### config.mk
export PLATFORM = sky130hd
export DESIGN_NAME = xfr_reconcile
export DESIGN_NICKNAME = d
export VERILOG_FILES = /design/src/common/xfr_pkg.sv /design/src/rtl/xfr_seq_detect.sv /design/src/rtl/xfr_reconcile.sv
export VERILOG_INCLUDE_DIRS = /design/src /design/src/common
export SDC_FILE = /design/constraint.sdc
export NUM_CORES = 1
export LEC_CHECK = 0
export ABC_AREA = 1
export ABC_CLOCK_PERIOD_IN_PS = 1600
export BUFFER_PORTS_ARGS = -buffer_cell sky130_fd_sc_hd__buf_2
export CAP_MARGIN = 10
export CORE_MARGIN = 10
export CORE_UTILIZATION = 45
export DETAILED_ROUTE_END_ITERATION = 10
export PLACE_DENSITY = 0.76
export SLEW_MARGIN = 10
export SYNTH_ARGS = -nofsm -noshare
export SYNTH_HDL_FRONTEND = slang
export SYNTH_SLANG_ARGS = --single-unit
### constraint.sdc
create_clock -name clock -period 1.6 [get_ports clock]
set_input_delay 0.16 -clock clock [delete_from_list [all_inputs] [get_ports clock]]
set_output_delay 0.16 -clock clock [all_outputs]
set_load 0.1 [all_outputs]
### src/common/xfr_cfg.svh
`ifndef XFR_CFG_SVH
`define XFR_CFG_SVH

// Register byte offsets
`define XFR_OFS_CTRL      12'h000
`define XFR_OFS_STATUS    12'h004
`define XFR_OFS_LATCH     12'h008
`define XFR_OFS_IRQ_STAT  12'h00C
`define XFR_OFS_IRQ_MASK  12'h010

// Control fields
`define XFR_CTRL_RF_DIS    0
`define XFR_CTRL_LF_CLR    1
`define XFR_CTRL_LS_CLR    2
`define XFR_CTRL_PCS_RST   3
`define XFR_CTRL_RESET     4'h0

// Status and latch fields
`define XFR_ST_LF          0
`define XFR_ST_LINK        1
`define XFR_ST_RF_RX       2
`define XFR_ST_LF_RX       3
`define XFR_LATCH_LF       0
`define XFR_LATCH_LINK_LOW 1

// Interrupt fields
`define XFR_IRQ_LF         0
`define XFR_IRQ_RF         1
`define XFR_IRQ_LINK_UP    2
`define XFR_IRQ_RESET      3'h0

// Ordered set encoding
`define XFR_SEQ_CHAR       8'h9C
`define XFR_IDLE_CHAR      8'h07
`define XFR_SEQ_LF_LANE3   8'h01
`define XFR_SEQ_RF_LANE3   8'h02

// Consecutive columns needed to enter or leave a fault state
`define XFR_FAULT_COUNT    3'h4

`endif

### src/common/xfr_pkg.sv
package xfr_pkg;
    typedef enum logic [1:0] {
        XFR_LINK_OK    = 2'b00,
        XFR_LOCAL_FLT  = 2'b01,
        XFR_REMOTE_FLT = 2'b10
    } xfr_fault_t;
endpackage

### src/rtl/xfr_seq_detect.sv
`timescale 1ns/1ps
`default_nettype none
`include "xfr_cfg.svh"

module xfr_seq_detect (
    // Clock and reset
    input  wire logic        clock,
    input  wire logic        reset_n,
    // Received column
    input  wire logic [31:0] rx_data,
    input  wire logic [3:0]  rx_ctrl,
    // Fault state seen from the link
    output var xfr_pkg::xfr_fault_t fault
);
    logic [31:0] col_data;
    logic [3:0]  col_ctrl;
    logic        is_seq;
    logic        is_lf;
    logic        is_rf;
    logic [2:0]  count;
    logic [2:0]  next_count;
    xfr_pkg::xfr_fault_t seen;
    xfr_pkg::xfr_fault_t next_fault;

    assign col_data = rx_data;
    assign col_ctrl = rx_ctrl;
    assign is_seq   = (col_ctrl == 4'h1) && (col_data[7:0] == `XFR_SEQ_CHAR)
                      && (col_data[23:8] == 16'h0000);
    assign is_lf    = is_seq && (col_data[31:24] == `XFR_SEQ_LF_LANE3);
    assign is_rf    = is_seq && (col_data[31:24] == `XFR_SEQ_RF_LANE3);
    assign seen     = is_lf ? xfr_pkg::XFR_LOCAL_FLT
                    : (is_rf ? xfr_pkg::XFR_REMOTE_FLT : xfr_pkg::XFR_LINK_OK);

    // Debounce so a single corrupt column does not flip the fault state
    always_comb begin
        next_fault = fault;
        next_count = count;
        if (seen == fault) begin
            next_count = 3'h0;
        end else if (count == `XFR_FAULT_COUNT - 3'h1) begin
            next_fault = seen;
            next_count = 3'h0;
        end else begin
            next_count = count + 3'h1;
        end
    end

    always_ff @(posedge clock or negedge reset_n) begin
        if (!reset_n) begin
            fault <= xfr_pkg::XFR_LINK_OK;
            count <= 3'h0;
        end else begin
            fault <= next_fault;
            count <= next_count;
        end
    end
endmodule
`default_nettype wire

### src/rtl/xfr_reconcile.sv
`timescale 1ns/1ps
`default_nettype none
`include "xfr_cfg.svh"

module xfr_reconcile (
    // Clock and reset
    input  wire logic        clock,
    input  wire logic        reset_n,
    // APB slave
    input  wire logic        psel,
    input  wire logic        penable,
    input  wire logic        pwrite,
    input  wire logic [11:0] paddr,
    input  wire logic [31:0] pwdata,
    output logic      [31:0] prdata,
    output logic             pready,
    output logic             pslverr,
    // Receiver health from PCS/transceiver
    input  wire logic        xcvr_locked,
    input  wire logic        rx_reset_active,
    input  wire logic        block_lock,
    input  wire logic        hi_ber,
    input  wire logic        ebuf_overflow,
    input  wire logic        ebuf_underflow,
    // Column from PCS decoder
    input  wire logic [31:0] pcs_rxd,
    input  wire logic [3:0]  pcs_rxc,
    // Column to MAC receive
    output logic      [31:0] mac_rxd,
    output logic      [3:0]  mac_rxc,
    // Column from MAC transmit
    input  wire logic [31:0] mac_txd,
    input  wire logic [3:0]  mac_txc,
    // Column to PCS encoder
    output logic      [31:0] pcs_txd,
    output logic      [3:0]  pcs_txc,
    // Status vector
    output logic             local_fault,
    output logic             link_status,
    output logic             local_fault_latched,
    output logic             link_status_latched,
    // Interrupt
    output logic             irq
);
    // ------------------------------------------------------------
    // Receiver health
    // ------------------------------------------------------------
    // Pin inputs: three stages, change accepted when last two agree
    localparam int NH = 6;
    logic [NH-1:0] h_raw;
    logic [NH-1:0] h_s1;
    logic [NH-1:0] h_s2;
    logic [NH-1:0] h_s3;
    logic [NH-1:0] h_ok;
    logic          ebuf_err;
    logic          rx_bad;
    logic [31:0]   lf_column;
    logic [31:0]   rf_column;
    logic [31:0]   idle_column;

    assign h_raw = {ebuf_underflow, ebuf_overflow, hi_ber, ~block_lock,
                    rx_reset_active, ~xcvr_locked};

    genvar gi;
    generate
        for (gi = 0; gi < NH; gi++) begin : g_sync
            always_ff @(posedge clock or negedge reset_n) begin
                if (!reset_n) begin
                    h_s1[gi] <= 1'b1;
                    h_s2[gi] <= 1'b1;
                    h_s3[gi] <= 1'b1;
                    h_ok[gi] <= 1'b1;
                end else begin
                    h_s1[gi] <= h_raw[gi];
                    h_s2[gi] <= h_s1[gi];
                    h_s3[gi] <= h_s2[gi];
                    if (h_s2[gi] == h_s3[gi]) begin
                        h_ok[gi] <= h_s3[gi];
                    end
                end
            end
        end
    endgenerate

    assign ebuf_err = h_ok[4] | h_ok[5];
    assign rx_bad   = h_ok[0] | h_ok[1] | h_ok[2] | h_ok[3] | ebuf_err;

    assign lf_column   = {`XFR_SEQ_LF_LANE3, 16'h0000, `XFR_SEQ_CHAR};
    assign rf_column   = {`XFR_SEQ_RF_LANE3, 16'h0000, `XFR_SEQ_CHAR};
    assign idle_column = {4{`XFR_IDLE_CHAR}};

    // ------------------------------------------------------------
    // Receive path
    // ------------------------------------------------------------
    logic [31:0] next_rxd;
    logic [3:0]  next_rxc;

    assign next_rxd = rx_bad ? lf_column : pcs_rxd;
    assign next_rxc = rx_bad ? 4'h1 : pcs_rxc;

    always_ff @(posedge clock or negedge reset_n) begin
        if (!reset_n) begin
            mac_rxd <= 32'h0000_0000;
            mac_rxc <= 4'h0;
        end else begin
            mac_rxd <= next_rxd;
            mac_rxc <= next_rxc;
        end
    end

    xfr_pkg::xfr_fault_t rx_fault;

    xfr_seq_detect u_detect (
        .clock   (clock),
        .reset_n (reset_n),
        .rx_data (mac_rxd),
        .rx_ctrl (mac_rxc),
        .fault   (rx_fault)
    );

    // ------------------------------------------------------------
    // Registers
    // ------------------------------------------------------------
    logic [3:0] ctrl;
    logic [2:0] irq_stat;
    logic [2:0] irq_mask;
    logic       wr_en;
    logic       rd_en;
    logic       hit_ctrl;
    logic       hit_status;
    logic       hit_latch;
    logic       hit_istat;
    logic       hit_imask;
    logic       hit_any;
    logic       rf_disable;
    logic       lf_clr;
    logic       ls_clr;
    logic       pcs_reset;

    assign wr_en      = psel & penable & pwrite;
    assign rd_en      = psel & penable & ~pwrite;
    assign hit_ctrl   = paddr == `XFR_OFS_CTRL;
    assign hit_status = paddr == `XFR_OFS_STATUS;
    assign hit_latch  = paddr == `XFR_OFS_LATCH;
    assign hit_istat  = paddr == `XFR_OFS_IRQ_STAT;
    assign hit_imask  = paddr == `XFR_OFS_IRQ_MASK;
    assign hit_any    = hit_ctrl | hit_status | hit_latch | hit_istat | hit_imask;
    assign pready     = 1'b1;
    assign pslverr    = psel & penable & ~hit_any;

    // Clear bits act as one-cycle pulses on the write strobe
    assign rf_disable = ctrl[`XFR_CTRL_RF_DIS];
    assign lf_clr     = wr_en & hit_ctrl & pwdata[`XFR_CTRL_LF_CLR];
    assign ls_clr     = wr_en & hit_ctrl & pwdata[`XFR_CTRL_LS_CLR];
    assign pcs_reset  = wr_en & hit_ctrl & pwdata[`XFR_CTRL_PCS_RST];

    always_ff @(posedge clock or negedge reset_n) begin
        if (!reset_n) begin
            ctrl <= `XFR_CTRL_RESET;
        end else if (wr_en && hit_ctrl) begin
            ctrl <= {1'b0, 2'b00, pwdata[`XFR_CTRL_RF_DIS]};
        end
    end

    always_ff @(posedge clock or negedge reset_n) begin
        if (!reset_n) begin
            irq_mask <= `XFR_IRQ_RESET;
        end else if (wr_en && hit_imask) begin
            irq_mask <= pwdata[2:0];
        end
    end

    // ------------------------------------------------------------
    // Live and latched status
    // ------------------------------------------------------------
    logic rd_latch;
    logic next_lf_lat;
    logic next_ls_lat;
    logic link_rise;
    logic link_prev;

    assign local_fault = rx_bad | (rx_fault == xfr_pkg::XFR_LOCAL_FLT);
    assign link_status = ~local_fault && rx_fault == xfr_pkg::XFR_LINK_OK;
    assign rd_latch    = rd_en & hit_latch;

    // Set wins over clear: an event in the clearing cycle is kept
    assign next_lf_lat = local_fault |
                         (local_fault_latched & ~(lf_clr | rd_latch | pcs_reset));
    // Latched link status is low-latching: any drop holds zero
    assign next_ls_lat = link_status &
                         (link_status_latched | ls_clr | rd_latch | pcs_reset);

    always_ff @(posedge clock or negedge reset_n) begin
        if (!reset_n) begin
            local_fault_latched <= 1'b1;
            link_status_latched <= 1'b0;
            link_prev           <= 1'b0;
        end else begin
            local_fault_latched <= next_lf_lat;
            link_status_latched <= next_ls_lat;
            link_prev           <= link_status;
        end
    end

    // ------------------------------------------------------------
    // Interrupts
    // ------------------------------------------------------------
    logic [2:0] irq_evt;
    logic [2:0] irq_w1c;

    assign link_rise = link_status & ~link_prev;
    assign irq_evt   = {link_rise, rx_fault == xfr_pkg::XFR_REMOTE_FLT, local_fault};
    assign irq_w1c   = (wr_en && hit_istat) ? pwdata[2:0] : 3'h0;
    assign irq       = |(irq_stat & irq_mask);

    always_ff @(posedge clock or negedge reset_n) begin
        if (!reset_n) begin
            irq_stat <= `XFR_IRQ_RESET;
        end else begin
            irq_stat <= irq_evt | (irq_stat & ~irq_w1c);
        end
    end

    // ------------------------------------------------------------
    // Read data
    // ------------------------------------------------------------
    logic [31:0] rd_mux;
    logic [31:0] st_word;
    logic [31:0] lat_word;

    assign st_word  = {28'h000_0000, rx_fault == xfr_pkg::XFR_LOCAL_FLT,
                       rx_fault == xfr_pkg::XFR_REMOTE_FLT, link_status, local_fault};
    assign lat_word = {30'h0000_0000, link_status_latched, local_fault_latched};
    assign rd_mux   = hit_ctrl   ? {28'h000_0000, ctrl} :
                      hit_status ? st_word :
                      hit_latch  ? lat_word :
                      hit_istat  ? {29'h0000_0000, irq_stat} :
                      hit_imask  ? {29'h0000_0000, irq_mask} : 32'h0000_0000;
    assign prdata   = rd_mux;

    // ------------------------------------------------------------
    // Transmit path
    // ------------------------------------------------------------
    logic [31:0] next_txd;
    logic [3:0]  next_txc;

    // Remote fault only ever comes from a received local fault
    always_comb begin
        next_txd = mac_txd;
        next_txc = mac_txc;
        case (rx_fault)
            xfr_pkg::XFR_LOCAL_FLT: begin
                if (rf_disable) begin
                    next_txd = idle_column;
                    next_txc = 4'hF;
                end else begin
                    next_txd = rf_column;
                    next_txc = 4'h1;
                end
            end
            xfr_pkg::XFR_REMOTE_FLT: begin
                next_txd = idle_column;
                next_txc = 4'hF;
            end
            xfr_pkg::XFR_LINK_OK: begin
                next_txd = mac_txd;
                next_txc = mac_txc;
            end
            default: begin
                next_txd = idle_column;
                next_txc = 4'hF;
            end
        endcase
    end

    always_ff @(posedge clock or negedge reset_n) begin
        if (!reset_n) begin
            pcs_txd <= {4{`XFR_IDLE_CHAR}};
            pcs_txc <= 4'hF;
        end else begin
            pcs_txd <= next_txd;
            pcs_txc <= next_txc;
        end
    end
endmodule
`default_nettype wire

==> metrics.md <==
| Metric | Value |
|---|---|
| Setup Viol. Count Final | 6 |
| Critical Path Start Type | register |
| Final Worst Setup Slack | -152 ps |
| Global route overflow | 0 |
| Tmin final | 1750 ps |
| Initial Utilization | 46.7% |
| Post-synth top area cell | dfrtp_1 |
| Cell Area, Synth | 4630 sq um |
| RSZ-0062 raised after global routing | yes |
| Clk pwr share | 15.6% |
| Layout cells sized above 1 | 43.2% |
| Sink Count | 111 |
| Max FO, Critical Path | 3 |
| Die Wd | 121 um |
| Syn-to-layout area delta | 47.8% |
| Clock Tree Root | clkbuf_8 |
| CP Capture Type | output pin |
| Synth Register Bits | 111 |
| Worst skew pair latency | 360 ps |
| CTS tree | yes |
| Clk buf depth | 2 |
| Final Cycle Share | 110% |
| CP most frequent cell | nor2_4 |
| Hold Slack | 33.5 ps |
| Worst-path clk slew | 90 ps |
| Final instance area | 6840 sq um |
| Vias per inst | 4.38 |
| H-tree depth | 3 |
| P_int | 4.92 mW |
| Switching share of power | 50.6% |
| Core area | 9910 sq um |
| Routed Antenna Nets | 0 |
| First-pass GRT wire length | 21200 um |
| Comb pwr share | 48.3% |
| Final GP Congestion | 0.907 |
| Antenna violations before repair | 1 |
| Achievable frequency | 0.571 GHz |
| Worst VDD drop | 0.00131 V |
| Tot Pwr | 9.95 mW |
| Die Height | 121 um |
| Failing checks | setup timing |
| Vias in the first global route | 4248 |
| Total GRT Usage | 17.9% |
| Part of the power in registers | 36.0% |
| Pleak | 3.71 nW |
| Top cell type's share of synthesized area | 37.9% |
| Crit path required time | 1440 ps |
| Pwr per Cell Area | 1460 nW/um^2 |
| Setup Skew | 7.67 ps |
| Avg Cell Area, Syn | 9.34 sq um |
| Critical Setup Path Class | register to output pin |
| P_sw | 5.04 mW |
| DP HPWL | 9320 um |
| Cell Area, Placed | 5840 sq um |
| Finished Core Util | 69.0% |
| Detailed Routing Iterations Pass 1 | 4 |
| Final WL | 13200 um |
| Routed WL per cell | 14.7 um |
| Iteration-0 DRC Markers | 195 |
| Post-synthesis sequential area ratio | 61.2% |
| I/O pin count | 238 |
| Total clock buffers created by CTS | 9 |
| Detailed-route via count | 3952 |
| Max-slew violation count | 0 |
| Die area | 14700 sq um |
| Row cnt | 36 |
| Pin count of the biggest net entering global routing | 38 |
| Worst-margin pin slew | 514 ps |
| CP Cell Sequence | nor2_4 -> nand3_4 -> nor2_4 -> inv_2 -> o21ai_2 -> o21a_4 -> buf_12 |
| Synth area leaders | dfrtp_1 38%, dfstp_2 23%, nor2_1 9.3% |
| Cell variety after synth | 30 |
| HP Class | input pin to register |
| Outcome | finished, violations left |
| WP data arrival | 1590 ps |
| IO buf count | 180 |
| Final #Nets | 892 |
| Max_slew headroom | 65.9% |
| DRC Markers | 0 |
| Crit path max-delay cell type | dfstp_2 |
| Final hold vios | 0 |
| Max cap viols | 0 |
| Ys Warns | 0 |
| Cells after Synth | 495 |
| Worst path max stage delay | 400 ps |
## cell families after synthesis
| kind of cell | count (synthesis) | synth area share, % |
|---|---|---|
| buffers and inverters | 130 | 13.3 |
| AO/OA/AOI/OAI | 24 | 2.89 |
| adder cells (fa/ha/maj) | 7 | 1.57 |
| other | 2 | 0.162 |
| AND/OR/NAND/NOR | 221 | 21.0 |
| flip-flops | 111 | 61.2 |
## timing repair
item / in CTS / in global routing
hold endpoints to repair: 93 / 0
resized for setup: 7 / 13
setup buffers: 4 / 2
pin swaps: 4 / 1
hold buffers: 70 / 0
endpoints found under the setup margin: 5 / 7
## placed cells by master (no fill, tap or decap), types with 2 or more instances in the layout
| master | netlist | final |
|---|---|---|
| dlygate4sd3_1 | 0 | 70 |
| nor2_2 | 6 | 4 |
| inv_2 | 4 | 6 |
| o21ai_1 | 11 | 10 |
| clkbuf_1 | 2 | 4 |
| maj3_1 | 6 | 6 |
| nand4_1 | 6 | 6 |
| buf_2 | 7 | 172 |
| or2_2 | 10 | 10 |
| nand3_1 | 14 | 13 |
| conb_1 | 2 | 29 |
| clkbuf_8 | 0 | 9 |
| o21ai_2 | 1 | 3 |
| buf_6 | 1 | 3 |
| nand2_1 | 59 | 57 |
| dfstp_2 | 41 | 40 |
| o21ai_0 | 4 | 3 |
| and3_2 | 2 | 2 |
| inv_1 | 87 | 84 |
| dfrtp_2 | 0 | 32 |
| nor2_4 | 2 | 9 |
| dfrtp_1 | 70 | 38 |
| nand2_2 | 5 | 6 |
| a21oi_1 | 5 | 5 |
| buf_4 | 29 | 15 |
| nor2_1 | 114 | 109 |
| buf_12 | 0 | 9 |
| nand3_4 | 1 | 2 |
## cell usage after synthesis
library cell,instances
a21oi_1,5
nor2_1,114
nand3_1,14
nand4_1,6
clkbuf_1,2
nand2_1,59
nand3_4,1
or2_2,10
nand2_2,5
o21ai_2,1
ha_1,1
a21oi_2,1
nor2_4,2
nor2_2,6
buf_6,1
inv_2,4
o21a_1,1
nor2_8,1
and3_2,2
or2_0,1
inv_1,87
conb_1,2
o21ai_1,11
maj3_1,6
buf_4,29
dfstp_2,41
o21ai_0,4
dfrtp_1,70
buf_2,7
o31a_1,1
## layout make-up
cell class                      instances  area [sq um]
Fill cell                             747          3070
Antenna cell                            1          2.50
Multi-Input combinational cell        281          1380
Clock buffer                           14           164
Inverter                               91           345
Timing Repair Buffer                  270          1900
Tap cell                              133           166
Clock inverter                          2          15.0
Sequential cell                       111          2870
## worst max-delay path, delay by kind of cell (launching register included)
kind | cells | cell delay, ps
buf+inv | 2 | 220
flops | 1 | 400
simple gates | 3 | 350
compound gates | 2 | 260
## metal layers
| metal | vias to the layer above | track usage (%) | share of wire (%) |
|---|---|---|---|
| li1 | 1939 | - | - |
| met1 | 1835 | 19.0 | 36 |
| met2 | 158 | 30.3 | 50 |
| met3 | 20 | 8.70 | 13 |
| met4 | 0 | 6.48 | 1.6 |
| met5 | - | 0 | 0 |
## through the flow
stage / setup slack (ps) / std cells / setup TNS (ps)
floorplan: -293 / 522 / -293
global placement: 46.5 / 810 / 0
detailed placement: 48.8 / 810 / 0
CTS: -230 / 900 / -766
global route: -256 / 903 / -966
finish: -152 / 903 / -462
## flip-flops by register name, indices dropped and copies added (netlist names)
| register | cells |
|---|---|
| h_s1 | 6 |
| pcs_txd | 32 |
| ctrl | 1 |
| h_s3 | 6 |
| pcs_txc | 4 |
| mac_rxd | 32 |
| h_s2 | 6 |
| link_prev | 1 |
| irq_mask | 3 |
| link_status_latched | 1 |
| u_detect.fault | 2 |
| u_detect.count | 3 |
| local_fault_latched | 1 |
| mac_rxc | 4 |
| irq_stat | 3 |
| h_ok | 6 |
## worst paths after layout
path | from | cells after the start | slack, ps | to
max | h_ok[1]$_DFFE_PN1N_ | 7 | -150 | prdata[1]
min | mac_txc[3] | 3 | 30 | pcs_txc[3]$_DFF_PN1_
max reg2reg | h_ok[1]$_DFFE_PN1N_ | 6 | 90 | mac_rxc[0]$_DFF_PN0_
min reg2reg | h_s1[3]$_DFF_PN1_ | 0 | 360 | h_s2[3]$_DFF_PN1_
max in group asynchronous | reset_n | 3 | 690 | pcs_txd[16]$_DFF_PN1_
min in group asynchronous | reset_n | 2 | 280 | pcs_txd[12]$_DFF_PN0_
## power by group through the flow
stage	logic, mW	clock network, mW	registers [mW]
5_1_grt	5.05	1.72	3.64
2_1_floorplan	1.09	0	6.30
3_5_place_dp	4.61	0	3.61
4_1_cts	4.80	1.62	3.56
3_3_place_gp	4.55	0	3.59
6_report	4.81	1.56	3.58
Power figures use the tool's default switching activity.
